===== config.mk =====
export PLATFORM = sky130hd
export DESIGN_NAME = isf_status
export DESIGN_NICKNAME = d
export VERILOG_FILES = /design/src/isf_pkg.sv /design/src/isf_status.sv
export SDC_FILE = /design/constraint.sdc
export NUM_CORES = 1
export LEC_CHECK = 0
export BUFFER_PORTS_ARGS = -buffer_cell sky130_fd_sc_hd__buf_2
export CAP_MARGIN = 0
export CORE_ASPECT_RATIO = 0.9
export CORE_UTILIZATION = 35
export CTS_CLUSTER_DIAMETER = 40
export CTS_CLUSTER_SIZE = 16
export DETAILED_ROUTE_END_ITERATION = 6
export GPL_ROUTABILITY_DRIVEN = 0
export PLACE_DENSITY_LB_ADDON = 0.15
export SETUP_SLACK_MARGIN = 0.02
export SLEW_MARGIN = 5
export SYNTH_ARGS = -nofsm -noshare
export SYNTH_HDL_FRONTEND = slang
export SYNTH_SLANG_ARGS = --single-unit

===== constraint.sdc =====
create_clock -name pclk -period 2.3 [get_ports pclk]
set_input_delay 0.345 -clock pclk [delete_from_list [all_inputs] [get_ports pclk]]
set_output_delay 0.345 -clock pclk [all_outputs]
set_load 0.01 [all_outputs]

===== src/isf_pkg.sv =====
// Constants and carrier types for the two-wire status and flag block.
// Assumes a 50 MHz pclk and an APB master with 32-bit data.
package isf_pkg;
	// Register indices; byte address is four times the index
	localparam logic [19:0] STAT_IDX = 20'hFFF51;
	localparam logic [19:0] FLAG_IDX = 20'hFFF52;
	localparam int ADDR_W = 22;
	// Status register bit positions
	localparam int MSTS_POS = 7;
	localparam int ALD_POS = 6;
	localparam int EXC_POS = 5;
	localparam int COI_POS = 4;
	localparam int TRC_POS = 3;
	localparam int ACKD_POS = 2;
	localparam int STD_POS = 1;
	localparam int SPD_POS = 0;
	// Flag register bit positions
	localparam int STCF_POS = 7;
	localparam int BSY_POS = 6;
	localparam int STCEN_POS = 1;
	localparam int RSV_POS = 0;
	// Values after reset
	localparam logic [7:0] STAT_RST = 8'h00;
	localparam logic [7:0] FLAG_RST = 8'h00;
	// Clock counts within a byte
	localparam logic [3:0] CNT_ADDR = 4'h8;
	localparam logic [3:0] CNT_ACK = 4'h9;
	localparam logic [3:0] CNT_FIRST = 4'h1;
	localparam logic [3:0] CNT_IDLE = 4'h0;
	// Extension code patterns in the upper nibble
	localparam logic [3:0] EXT_LO = 4'h0;
	localparam logic [3:0] EXT_HI = 4'hF;

	// Same-clock controls from the rest of the unit
	typedef struct packed {
		logic interface_enable;
		logic exit_communication;
		logic wait_release;
		logic start_request_wr;
		logic start_generated;
		logic arb_lost;
		logic address_wakeup_enable;
		logic serial_output_latch;
		logic [7:0] local_slave_address;
	} isf_ctl_t;

	// Whole state of the block
	typedef struct packed {
		logic [1:0] scl_s;
		logic [1:0] sda_s;
		logic scl_p;
		logic sda_p;
		logic en_p;
		logic wup_p;
		logic [3:0] cnt;
		logic [6:0] sh;
		logic addr_ph;
		logic data_ph;
		logic [7:0] stat;
		logic stcf;
		logic bsy;
		logic stcen;
		logic rsv;
		logic req;
		logic start_go;
		logic sda_oe;
		logic pready;
		logic pslverr;
		logic [31:0] prdata;
	} isf_state_t;
endpackage


===== src/isf_status.sv =====
// Status register, bus flag register and bus-event tracking.
// Assumes raw SCL/SDA pin levels and same-clock unit controls.

// What this block does
// - Master flag set by start, cleared on stop/loss
// - Arbitration loss sets flag, clears master flag
// - Loss flag clears after status read
// - Extension code flagged at eighth clock rise
// - Address match flagged at eighth clock rise
// - Transmit flag set by start or direction
// - Transmit flag cleared on listed bus events
// - Data line driven only in transmit status
// - Wait release in transmit floats data line
// - Acknowledge flag from low data at ninth
// - Start flag marks the address byte
// - Stop flag cleared by next address byte
// - Flag register bits writable only when disabled
// - Dropped start sets failed-start flag
// - Busy flag follows start, stop, enable
// - Initial-start enable gates first start
// - Reservation holds start until bus free
// - Disabled reservation drops busy-bus start
// - Reset clears status register to zero
module isf_status (
	input wire logic pclk,
	input wire logic presetn,
	input wire logic psel,
	input wire logic penable,
	input wire logic pwrite,
	input wire logic [isf_pkg::ADDR_W-1:0] paddr,
	input wire logic [31:0] pwdata,
	output logic [31:0] prdata,
	output logic pready,
	output logic pslverr,
	input wire isf_pkg::isf_ctl_t ctl,
	input wire logic scl_in,
	input wire logic sda_in,
	output logic sda_out,
	output logic sda_oe,
	output logic start_go,
	output logic bus_busy
);
	isf_pkg::isf_state_t s_q;
	isf_pkg::isf_state_t s_d;

	// Byte address of a register index
	function automatic logic [isf_pkg::ADDR_W-1:0] badr(
		input logic [19:0] idx);
		badr = {idx, 2'b00};
	endfunction

	// Extension code check on a received byte
	function automatic logic is_ext(input logic [7:0] b);
		is_ext = (b[7:4] == isf_pkg::EXT_LO) ||
			(b[7:4] == isf_pkg::EXT_HI);
	endfunction

	logic en;
	logic scl_r;
	logic scl_f;
	logic sta_det;
	logic sto_det;
	logic [7:0] rx;
	logic setup;
	logic acc;
	logic hit_stat;
	logic hit_flag;
	logic [7:0] flag_rd;

	// Bus edges from the second sync stage onward
	always_comb begin
		en = ctl.interface_enable;
		scl_r = s_q.scl_s[1] & ~s_q.scl_p;
		scl_f = ~s_q.scl_s[1] & s_q.scl_p;
		sta_det = s_q.scl_s[1] & s_q.scl_p & s_q.sda_p & ~s_q.sda_s[1];
		sto_det = s_q.scl_s[1] & s_q.scl_p & ~s_q.sda_p & s_q.sda_s[1];
		rx = {s_q.sh, s_q.sda_s[1]};
		setup = psel & ~penable;
		acc = psel & penable & s_q.pready;
		hit_stat = paddr == badr(isf_pkg::STAT_IDX);
		hit_flag = paddr == badr(isf_pkg::FLAG_IDX);
		flag_rd = 8'h00;
		flag_rd[isf_pkg::STCF_POS] = s_q.stcf;
		flag_rd[isf_pkg::BSY_POS] = s_q.bsy;
		flag_rd[isf_pkg::STCEN_POS] = s_q.stcen;
		flag_rd[isf_pkg::RSV_POS] = s_q.rsv;
	end

	// Next-state logic for the whole block
	always_comb begin
		s_d = s_q;
		// Pin synchronisers, then previous levels
		s_d.scl_s = {s_q.scl_s[0], scl_in};
		s_d.sda_s = {s_q.sda_s[0], sda_in};
		s_d.scl_p = s_q.scl_s[1];
		s_d.sda_p = s_q.sda_s[1];
		s_d.en_p = en;
		s_d.wup_p = ctl.address_wakeup_enable;

		// Clock counter and address shift
		if (sta_det) begin
			s_d.cnt = isf_pkg::CNT_IDLE;
			s_d.addr_ph = 1'b1;
			s_d.data_ph = 1'b0;
		end else if (sto_det) begin
			s_d.cnt = isf_pkg::CNT_IDLE;
			s_d.addr_ph = 1'b0;
			s_d.data_ph = 1'b0;
		end else if (scl_r) begin
			if (s_q.cnt == isf_pkg::CNT_ACK)
				s_d.cnt = isf_pkg::CNT_FIRST;
			else
				s_d.cnt = s_q.cnt + 4'h1;
			s_d.sh = rx[6:0];
		end else if (scl_f && s_q.cnt == isf_pkg::CNT_ACK
			&& s_q.addr_ph) begin
			// Drive window opens after first ninth clock
			s_d.data_ph = 1'b1;
		end

		// Byte boundary: first rise of the next byte
		if (scl_r && s_q.cnt == isf_pkg::CNT_ACK) begin
			s_d.stat[isf_pkg::ACKD_POS] = 1'b0;
			if (s_q.addr_ph) begin
				s_d.addr_ph = 1'b0;
				s_d.stat[isf_pkg::STD_POS] = 1'b0;
			end
		end
		// First rise after a start ends a stale stop flag
		if (scl_r && s_q.cnt == isf_pkg::CNT_IDLE && s_q.addr_ph)
			s_d.stat[isf_pkg::SPD_POS] = 1'b0;

		// Eighth rise of the address byte
		if (scl_r && s_q.addr_ph && s_q.cnt == isf_pkg::CNT_ADDR - 4'h1) begin
			s_d.stat[isf_pkg::EXC_POS] = is_ext(rx);
			s_d.stat[isf_pkg::COI_POS] =
				rx[7:1] == ctl.local_slave_address[7:1];
			if (s_q.stat[isf_pkg::MSTS_POS])
				s_d.stat[isf_pkg::TRC_POS] = ~rx[0];
			else if (is_ext(rx) ||
				rx[7:1] == ctl.local_slave_address[7:1])
				s_d.stat[isf_pkg::TRC_POS] = rx[0];
		end

		// Ninth rise samples acknowledge
		if (scl_r && s_q.cnt == isf_pkg::CNT_ADDR)
			s_d.stat[isf_pkg::ACKD_POS] = ~s_q.sda_s[1];

		// Start condition seen on the bus
		if (sta_det) begin
			s_d.stat[isf_pkg::STD_POS] = 1'b1;
			s_d.stat[isf_pkg::EXC_POS] = 1'b0;
			s_d.stat[isf_pkg::COI_POS] = 1'b0;
			if (!s_q.stat[isf_pkg::MSTS_POS])
				s_d.stat[isf_pkg::TRC_POS] = 1'b0;
			s_d.bsy = 1'b1;
			s_d.stcen = 1'b0;
		end

		// Start generated by this device as master
		if (ctl.start_generated) begin
			s_d.stat[isf_pkg::MSTS_POS] = 1'b1;
			s_d.stat[isf_pkg::TRC_POS] = 1'b1;
			s_d.req = 1'b0;
		end

		// Wait release during transmit floats the line
		if (ctl.wait_release) begin
			s_d.stat[isf_pkg::TRC_POS] = 1'b0;
		end

		// Status read clears the loss flag
		if (acc && !pwrite && hit_stat)
			s_d.stat[isf_pkg::ALD_POS] = 1'b0;
		// Manipulating another register clears it too
		if (acc && pwrite && hit_flag)
			s_d.stat[isf_pkg::ALD_POS] = 1'b0;

		// Software start request, held or dropped
		if (ctl.start_request_wr) begin
			s_d.stcf = 1'b0;
			if (s_q.bsy && s_q.rsv) begin
				s_d.req = 1'b0;
				s_d.stcf = 1'b1;
			end else begin
				s_d.req = 1'b1;
			end
		end

		// Busy on enable unless initial start is allowed
		if (en && !s_q.en_p && !s_q.stcen)
			s_d.bsy = 1'b1;

		// Flag register write, only while disabled
		if (acc && pwrite && hit_flag && !en) begin
			s_d.stcen = pwdata[isf_pkg::STCEN_POS];
			s_d.rsv = pwdata[isf_pkg::RSV_POS];
		end

		// Stop condition ends the transfer
		if (sto_det) begin
			s_d.stat[isf_pkg::MSTS_POS] = 1'b0;
			s_d.stat[isf_pkg::EXC_POS] = 1'b0;
			s_d.stat[isf_pkg::COI_POS] = 1'b0;
			s_d.stat[isf_pkg::TRC_POS] = 1'b0;
			s_d.stat[isf_pkg::ACKD_POS] = 1'b0;
			s_d.stat[isf_pkg::STD_POS] = 1'b0;
			s_d.stat[isf_pkg::SPD_POS] = 1'b1;
			s_d.bsy = 1'b0;
		end

		// Wakeup switched off drops the stop flag
		if (s_q.wup_p && !ctl.address_wakeup_enable)
			s_d.stat[isf_pkg::SPD_POS] = 1'b0;

		// Exit from communication
		if (ctl.exit_communication) begin
			s_d.stat[isf_pkg::MSTS_POS] = 1'b0;
			s_d.stat[isf_pkg::EXC_POS] = 1'b0;
			s_d.stat[isf_pkg::COI_POS] = 1'b0;
			s_d.stat[isf_pkg::TRC_POS] = 1'b0;
			s_d.stat[isf_pkg::ACKD_POS] = 1'b0;
			s_d.stat[isf_pkg::STD_POS] = 1'b0;
			s_d.req = 1'b0;
		end

		// Arbitration loss; set wins over a same-cycle read
		if (ctl.arb_lost) begin
			s_d.stat[isf_pkg::ALD_POS] = 1'b1;
			s_d.stat[isf_pkg::MSTS_POS] = 1'b0;
			s_d.stat[isf_pkg::TRC_POS] = 1'b0;
			s_d.req = 1'b0;
		end

		// Not communicating forces receive status
		if (!s_d.stat[isf_pkg::MSTS_POS] && !s_d.stat[isf_pkg::EXC_POS]
			&& !s_d.stat[isf_pkg::COI_POS])
			s_d.stat[isf_pkg::TRC_POS] = 1'b0;

		// Operation stop clears all bus state
		if (!en) begin
			s_d.stat = isf_pkg::STAT_RST;
			s_d.stcf = 1'b0;
			s_d.bsy = 1'b0;
			s_d.req = 1'b0;
			s_d.addr_ph = 1'b0;
			s_d.data_ph = 1'b0;
			s_d.cnt = isf_pkg::CNT_IDLE;
		end

		// Start is issued once the bus is free
		s_d.start_go = s_d.req & ~s_d.bsy & en;

		// Open-drain data: pull low for a zero bit
		s_d.sda_oe = s_d.stat[isf_pkg::TRC_POS] & s_d.data_ph
			& ~ctl.serial_output_latch;

		// APB slave: one access cycle, error off the map
		s_d.pready = setup;
		s_d.pslverr = setup & ~(hit_stat | hit_flag);
		s_d.prdata = 32'h0000_0000;
		if (setup && !pwrite && hit_stat)
			s_d.prdata = {24'h00_0000, s_q.stat};
		else if (setup && !pwrite && hit_flag)
			s_d.prdata = {24'h00_0000, flag_rd};
	end

	// State register; reset clears every flag
	always_ff @(posedge pclk or negedge presetn) begin
		if (!presetn) begin
			s_q <= '0;
		end else begin
			s_q <= s_d;
		end
	end

	// Outputs straight from the state flops, except sda_out, which is tied low
	assign prdata = s_q.prdata;
	assign pready = s_q.pready;
	assign pslverr = s_q.pslverr;
	assign sda_out = 1'b0;
	assign sda_oe = s_q.sda_oe;
	assign start_go = s_q.start_go;
	assign bus_busy = s_q.bsy;
endmodule


==> flow_summary.json, run 1 <==
{
  "status": "complete, no violations",
  "drtAntennaViolNets": 0,
  "regArea_um2": 1150,
  "ys_top_cells_by_count": "dfrtp_1, buf_4, nor2_1, nand2_1, a21oi_1",
  "cts_sinks": 46,
  "synth_cell_type_count": 43,
  "yosysTopAreaCellShare": 0.500,
  "rows": 27,
  "synth_compound_gate_area_share": 0.0924,
  "setup_violations": 0,
  "synth_seq_cells": 46,
  "synth_mux_area_frac": 0.0484,
  "start_util": 0.368,
  "synth.most_common_cell": "dfrtp_1",
  "synth_top_family_by_area": "simple AND/OR/NAND/NOR gates",
  "numCtsBuffers": 5,
  "grt_max_degree": 47,
  "cts_resized": 0,
  "wirelength_mm": 4.46,
  "clockBufferDepth": 2,
  "postCtsSetupBuffers": 0,
  "setup.worst_path.start_class": "register",
  "rsz0062_at_grt": "false",
  "vias": 1664,
  "cp.required_ps": 2490,
  "fin_skew_ps": 7.45,
  "portBuffers": 58,
  "core_area_um2": 6250,
  "fill_cells": 629,
  "drc_errors": 0,
  "synth_ff_type": "dfrtp_1",
  "clock_latency_ps": 290,
  "finalCriticalPeriod_ps": 1790,
  "ys_async_sr_fraction": 1.00,
  "min_path_type": "in -> async",
  "yosysSeqAreaShare": 0.500,
  "first_pass_iters": 4,
  "grt_usage": 0.141,
  "ir_drop_v": 0.000367,
  "cts_hold_buf": 0,
  "synth_cells": 222,
  "routed_via_density": 4.56,
  "synth-simple-area-share": 0.201,
  "synth_top_cell_by_area": "dfrtp_1",
  "grt_overflow_total": 0,
  "cts_root_buf": "clkbuf_8",
  "wl_per_cell_um": 12.2,
  "r2r_cells": 6,
  "synth-edff-count": 0,
  "finalNetCount": 355,
  "grt_pass1_vias": 1515,
  "slew_viol_final": 0,
  "hold_violations": 0,
  "cp_max_fo": 5,
  "grt_pass1_wl_mm": 7.40,
  "path_clk_slew_ps": 80,
  "worst_slew_pin_slew_ps": 592,
  "die_x_um": 87.5,
  "synth_xor_area_frac": 0.0342,
  "grt_antenna_before_repair": 0,
  "finalCritPeriodShare": 0.779,
  "multi_input_area_um2": 958,
  "cts_tree": "yes",
  "setup.worst_path.end_class": "register",
  "cp.arrival_ps": 1980,
  "crit_type": "reg -> reg",
  "drt_iter0_markers": 87,
  "power_mw": 1.81,
  "synth_area_um2": 2300,
  "drv_cap": 0,
  "yosysWarnings": 0,
  "relSlewSlack": 0.605,
  "synthAdderAreaFrac": 0,
  "syn_area_per_cell_um2": 10.4,
  "synth.area.top_cells": "dfrtp_1, buf_4, mux2_2, nor2_1, a21oi_1",
  "syn2layout_area_growth_pct": 15.8,
  "finalSetupTns_ps": 0,
  "htree_num_levels": 2,
  "die_y_um": 78.9,
  "drive_above_1_share": 0.295,
  "dp_hpwl_mm": 3.38,
  "cellPowerDensity_nw_per_um2": 678,
  "num_io_pins": 115,
  "p_leak_nw": 1.31,
  "fmax_mhz": 558,
  "dieArea_um2": 6910,
  "diodes": 0
}
routing by layer:
| layer | track usage | share of wire |
|---|---|---|
| met1 | 0.193 | 0.50 |
| met2 | 0.220 | 0.45 |
| met3 | 0.0343 | 0.038 |
| met4 | 0.0443 | 0.0099 |
| met5 | 0 | 0 |
power by group:
| part | internal, mW | total [mW] | switching (mW) |
|---|---|---|---|
| combinational | 0.132 | 0.259 | 0.128 |
| clock | 0.348 | 0.604 | 0.257 |
| sequential | 0.870 | 0.945 | 0.0752 |
| total | 1.35 | 1.81 | 0.459 |
final cells by class:
type                       count  share of cell area
sequential                    46               0.432
tap                           87              0.0408
clock inverter                 1              0.0113
timing repair buffer          61               0.117
inverter                       6             0.00845
clock buffer                   6              0.0310
multi-input combinational    158               0.359
critical path, cell delays in order (launching register included):
cell     delay (ps)
dfrtp_1         430
and4_4          220
nor2_4          120
inv_2            40
or4_1           450
a31oi_1         200
and4b_1         220
path summary, 6_finish.rpt:
| path | from | end | slack (ps) |
|---|---|---|---|
| worst max register to register | rx[6]$_DFFE_PN0P_ | sda_oe$_DFF_PN0_ | 510 |
| worst max-delay path | rx[6]$_DFFE_PN0P_ | sda_oe$_DFF_PN0_ | 510 |
| worst min register to register | s_d[69]$_DFF_PN0_ | s_d[65]$_DFF_PN0_ | 350 |
| max in group asynchronous | presetn | start_go$_DFF_PN0_ | 1760 |
| min in group pclk | sda_in | s_d[67]$_DFF_PN0_ | 160 |
| worst min-delay path | presetn | prdata[5]$_DFF_PN0_ | 130 |
sequential cells by signal, summed over array words and instances, names as in the netlist:
| name | cells |
|---|---|
| start_go | 1 |
| s_d | 3 |
| bus_busy | 1 |
| s_q | 19 |
| pslverr | 1 |
| sda_oe | 1 |
| flag_rd | 3 |
| prdata | 8 |
| rx | 8 |
| pready | 1 |
layout by cell type, fill, tap and decap left out, types with 3 or more instances in the layout:
cell type   n
a21oi_1    10
a22o_1      4
a31oi_1     3
and2_1      5
buf_2      58
buf_4       3
clkbuf_8    6
conb_1     25
dfrtp_1    46
inv_1       5
mux2_2      9
nand2_1    11
nand2b_1    5
nand3_1     3
nand4_1     6
nor2_1     21
nor2b_1     4
nor3_1      6
nor3b_1     3
nor4_1      3
o211ai_1    3
o21ai_0     7
xnor2_1     5
xor2_1      4
cell families after synthesis:
family                    count (synthesis)
buffers and inverters                    42
muxes                                    10
other                                     1
AOI/OAI and AO/OA                        33
DFF                                      46
and+or+nand+nor                          81
xor gates and xnor gates                  9
through the flow:
step	area, um^2	util	hold slack (ps)	std cells	setup WS, ps
floorplan	2390	-	49.4	246	605
global placement	2550	0.409	332	358	496
detailed placement	2550	0.409	335	358	492
CTS	2670	0.427	149	365	485
global route	2670	0.427	138	365	336
finish	2670	0.427	135	365	509
(Power assumes the default switching activity.)
==> run 2, diff against run 1 <==
==> constraint.sdc (replaced) <==
create_clock -name pclk -period 1.5 [get_ports pclk]
set_input_delay 0.225 -clock pclk [delete_from_list [all_inputs] [get_ports pclk]]
set_output_delay 0.225 -clock pclk [all_outputs]
set_load 0.01 [all_outputs]
==> run 2 against run 1 <==
The run now ends with negative setup slack left. Global-route usage rose by 1.3 points. Total power rose by 54%. Setup slack worse by 770 ps. Hold slack worse by 97 ps. Cell count rose by 9.0%. Critical endpoint unchanged. Count of clock-buffer cells in the layout is the same. First-iteration DRC count fell by 33%. Clock power rose by 19%. Clock skew grew 3.8 ps.
==> flow_summary.json, run 2 (synthesis gave the netlist of run 1 again) <==
{
  "grt_overflow_total": 0,
  "dieArea_um2": 6910,
  "min_path_type": "in -> reg",
  "wirelength_mm": 4.98,
  "grt_pass1_wl_mm": 8.17,
  "worstPathCellList": "and4_4, nor2_4, inv_2, or4_1, a31oi_1, and4b_1",
  "cts_tree": "yes",
  "diodes": 0,
  "num_io_pins": 115,
  "setup_violations": 3,
  "portBuffers": 58,
  "fin_skew_ps": 11.3,
  "routed_via_density": 4.48,
  "syn2layout_area_growth_pct": 32.2,
  "vias": 1782,
  "setup.worst_path.end_class": "register",
  "regMostFlops": "s_q",
  "die_x_um": 87.5,
  "grt_antenna_before_repair": 0,
  "status": "complete, but fails checks",
  "ir_drop_v": 0.000375,
  "drv_cap": 0,
  "die_y_um": 78.9,
  "grt_usage": 0.154,
  "fill_cells": 610,
  "utilization": 0.487,
  "slowest_delay_ps": 460,
  "hold_violations": 0,
  "rows": 27,
  "path_clk_slew_ps": 90,
  "cellPowerDensity_nw_per_um2": 916,
  "crit_family": "simple AND/OR/NAND/NOR gates",
  "wl_per_cell_um": 12.5,
  "numCtsBuffers": 5,
  "slew_viol_final": 0,
  "clockBufferDepth": 2,
  "finalSetupTns_ps": -482,
  "finalNetCount": 388,
  "drt_iter0_markers": 58,
  "grt_max_degree": 47,
  "cts_root_buf": "clkbuf_8",
  "power_mw": 2.79,
  "drtAntennaViolNets": 0,
  "start_util": 0.368,
  "grt_pass1_vias": 1724,
  "dp_hpwl_mm": 3.72,
  "core_area_um2": 6250,
  "htree_num_levels": 2,
  "regArea_um2": 1150,
  "setup.worst_path.start_class": "register",
  "cp.arrival_ps": 1950,
  "multi_input_area_um2": 1090,
  "setup_ws_ps": -259,
  "cp_max_fo": 3,
  "final_common_cell": "buf_2",
  "largest_reg_flops": 19,
  "crit_type": "reg -> reg",
  "cts_sinks": 46,
  "finalCritPeriodShare": 1.17,
  "rsz0062_at_grt": "true",
  "violations": "negative setup slack",
  "clock_latency_ps": 290,
  "drc_errors": 0,
  "crit_path_top_delay_cell": "or4_1",
  "drive_above_1_share": 0.434,
  "cp.required_ps": 1690,
  "place_ws_ps": -258,
  "fmax_mhz": 568,
  "rrSetupSlack_ps": -260,
  "finalCriticalPeriod_ps": 1760,
  "p_leak_nw": 1.48,
  "crit_buf_inv": 1,
  "layout_common_cells": "buf_2, dfrtp_1, buf_4",
  "first_pass_iters": 4
}
-- run 2: path summary, 6_finish.rpt --
kind | start | endpoint | cells past startpoint
hold reg to reg | s_d[67]$_DFF_PN0_ | rx[0]$_DFF_PN0_ | 0
min in group asynchronous | presetn | rx[7]$_DFFE_PN0P_ | 3
setup / recovery | rx[6]$_DFFE_PN0P_ | sda_oe$_DFF_PN0_ | 6
setup reg to reg | rx[6]$_DFFE_PN0P_ | sda_oe$_DFF_PN0_ | 6
hold / removal | scl_in | s_d[69]$_DFF_PN0_ | 1
max in group asynchronous | presetn | s_q[61]$_DFFE_PN0P_ | 3
-- run 2: repair_timing --
item                                   in CTS  in global routing
hold buffers                                1                  0
endpoints found under the hold margin      46                  0
pin swaps                                   2                  8
setup buffers                               1                  4
resized for setup                           5                 26
setup endpoints to repair                   5                 27
-- run 2: stage by stage --
stage	cells	hold slack, ps	area (um^2)
5_1_grt	398	20.0	3040
2_1_floorplan	246	-70.6	2390
3_5_place_dp	388	227	2790
6_report	398	38.3	3040
3_3_place_gp	388	224	2790
4_1_cts	397	31.0	2930
-- run 2: cell type report --
class	count	share of cell area
Multi-Input combinational cell	158	0.359
Clock inverter	1	0.00247
Clock buffer	6	0.0238
Tap cell	87	0.0358
Sequential cell	46	0.379
Inverter	6	0.00740
Timing Repair Buffer	94	0.193
-- run 2: power by group --
part	internal (mW)	switching, mW
combinational	0.335	0.285
clock	0.320	0.401
sequential	1.34	0.110
total	1.99	0.795
-- run 2: metal layers --
layer  up-vias  GRT usage  part of all wire
met4         0     0.0344            0.0046
met5         -          0                 0
li1        896          -                 -
met2        41      0.252              0.47
met1       843      0.210              0.49
met3         2     0.0343             0.031
==> run 3, diff against run 2 <==
--- a/config.mk
+++ b/config.mk
@@ -5,16 +5,15 @@
 export SDC_FILE = /design/constraint.sdc
 export NUM_CORES = 1
 export LEC_CHECK = 0
-export BUFFER_PORTS_ARGS = -buffer_cell sky130_fd_sc_hd__buf_2
 export CAP_MARGIN = 0
 export CORE_ASPECT_RATIO = 0.9
 export CORE_UTILIZATION = 35
 export CTS_CLUSTER_DIAMETER = 40
 export CTS_CLUSTER_SIZE = 16
 export DETAILED_ROUTE_END_ITERATION = 6
+export DONT_BUFFER_PORTS = 1
 export GPL_ROUTABILITY_DRIVEN = 0
 export PLACE_DENSITY_LB_ADDON = 0.15
-export SETUP_SLACK_MARGIN = 0.02
 export SLEW_MARGIN = 5
 export SYNTH_ARGS = -nofsm -noshare
 export SYNTH_HDL_FRONTEND = slang
==> run 3 against run 2 <==
The flow still finishes with violations (negative setup slack). Sequential share of layout area up 2.3 points. Non-clock buffer count down 50. Via count down 5.6%. Critical endpoint unchanged.
==> flow_summary.json, run 3 (synthesis gave the netlist of run 1 again) <==
{
  "finalNetCount": 338,
  "path_clk_slew_ps": 80,
  "grt_usage": 0.160,
  "cts_root_buf": "clkbuf_8",
  "comb_power_share": 0.192,
  "final_common_cell": "dfrtp_1",
  "portBuffers": 0,
  "finalCriticalPeriod_ps": 1810,
  "slew_viol_final": 0,
  "crit_buf_inv": 0,
  "clockBufferDepth": 2,
  "hold_violations": 0,
  "numCtsBuffers": 5,
  "fill_cells": 580,
  "p_seq_frac": 0.499,
  "regMostFlops": "s_q",
  "start_util": 0.368,
  "diodes": 0,
  "crit_family": "simple AND/OR/NAND/NOR gates",
  "num_io_pins": 115,
  "clock_latency_ps": 300,
  "slowest_delay_ps": 490,
  "power_mw": 2.94,
  "largest_reg_flops": 19,
  "worstPathCellList": "xnor2_2, nand4_1, nor4_4, or4_4, a31oi_4, and4b_1",
  "setup_ws_ps": -305,
  "drc_errors": 0,
  "fin_skew_ps": 7.60,
  "ir_drop_v": 0.000393,
  "multi_input_area_um2": 1110,
  "crit_path_top_delay_cell": "or4_4",
  "syn2layout_area_growth_pct": 24.8,
  "top_layer_used": "met4",
  "utilization": 0.460,
  "grt_max_degree": 47,
  "dp_hpwl_mm": 3.60,
  "cp.required_ps": 1690,
  "cts_tree": "yes",
  "drtAntennaViolNets": 0,
  "fmax_mhz": 554,
  "drv_cap": 0,
  "finalCritPeriodShare": 1.20,
  "p_int_mw": 2.14,
  "rsz0062_at_grt": "true",
  "setup.worst_path.end_class": "register",
  "htree_num_levels": 2,
  "setup_violations": 4,
  "dieArea_um2": 6910,
  "p_leak_nw": 1.29,
  "cp.arrival_ps": 2000,
  "drt_iter0_markers": 69,
  "regArea_um2": 1150,
  "die_x_um": 87.5,
  "finalSetupTns_ps": -836,
  "first_pass_iters": 4,
  "met2WireLength_mm": 2.44,
  "grt_pass1_vias": 1654,
  "core_area_um2": 6250,
  "swShare": 0.272,
  "status": "complete, but fails checks",
  "setup.worst_path.start_class": "register",
  "min_path_type": "in -> reg",
  "grt_overflow_total": 0,
  "grt_pass1_wl_mm": 8.29,
  "drive_above_1_share": 0.321,
  "wl_per_cell_um": 14.5,
  "cp_max_fo": 4,
  "grt_antenna_before_repair": 0,
  "layout_common_cells": "dfrtp_1, buf_4, conb_1",
  "hold_slack_ps": 54.3,
  "met3_length_um": 230,
  "vias": 1683,
  "cts_sinks": 46,
  "wirelength_mm": 5.06,
  "violations": "negative setup slack",
  "wl_met1_mm": 2.32,
  "rows": 27,
  "switchingPower_mw": 0.801,
  "p_clk_frac": 0.310,
  "cellPowerDensity_nw_per_um2": 1020,
  "routed_via_density": 4.82,
  "crit_type": "reg -> reg",
  "die_y_um": 78.9
}
## run 3: cell count changes in the layout (fill, tap and decap cells not counted), sizes merged
cell and delta:
bufinv +1, dlygate4sd3 +5, clkbuf +1, clkinvlp -1
buf -55
## run 3: timing repair
item | 4_1_cts | 5_1_grt
pin swaps | 0 | 8
hold buffers | 7 | 0
endpoints found under the hold margin | 52 | 0
buffers inserted | 0 | 5
resized for setup | 4 | 29
endpoints found under the setup margin | 6 | 12
## run 3: path summary, 6_finish.rpt
| path | from | to | slack [ps] | cells after the start |
|---|---|---|---|---|
| setup / recovery | rx[6]$_DFFE_PN0P_ | sda_oe$_DFF_PN0_ | -310 | 6 |
| hold / removal | ctl[10] | s_q[47]$_DFFE_PN0P_ | 50 | 2 |
| setup reg to reg | rx[6]$_DFFE_PN0P_ | sda_oe$_DFF_PN0_ | -310 | 6 |
| hold reg to reg | s_d[69]$_DFF_PN0_ | s_d[65]$_DFF_PN0_ | 350 | 0 |
| max in group asynchronous | presetn | rx[5]$_DFFE_PN0P_ | 840 | 2 |
| min in group asynchronous | presetn | rx[7]$_DFFE_PN0P_ | 410 | 2 |
## run 3: metal layers
metal | vias to the layer above | GRT usage
met3 | 7 | 0.0364
met5 | - | 0
li1 | 791 | -
met1 | 836 | 0.221
met4 | 0 | 0.0623
met2 | 49 | 0.244
## run 3: power groups by stage
stage	clock [mW]	combinational (mW)	sequential [mW]
after floorplan	0	0.319	1.44
after global placement	0	0.396	1.46
after detailed placement	0	0.400	1.46
after CTS	0.938	0.454	1.44
after global routing	0.992	0.622	1.49
final	0.911	0.565	1.47
## run 3: stage by stage
stage	instances	setup WS [ps]	cell area, um^2
2_1_floorplan	246	-139	2390
3_3_place_gp	331	-200	2500
3_5_place_dp	331	-260	2500
4_1_cts	346	-265	2720
5_1_grt	349	-374	2870
6_report	349	-305	2870
## run 3: final cells by class
class | count | area share
clock buffers | 7 | 0.0266
clock inverters | 1 | 0.0105
inverters | 6 | 0.00784
multi-input cells | 158 | 0.386
flip-flops and latches | 46 | 0.402
well taps | 87 | 0.0379
repair buffers | 44 | 0.130
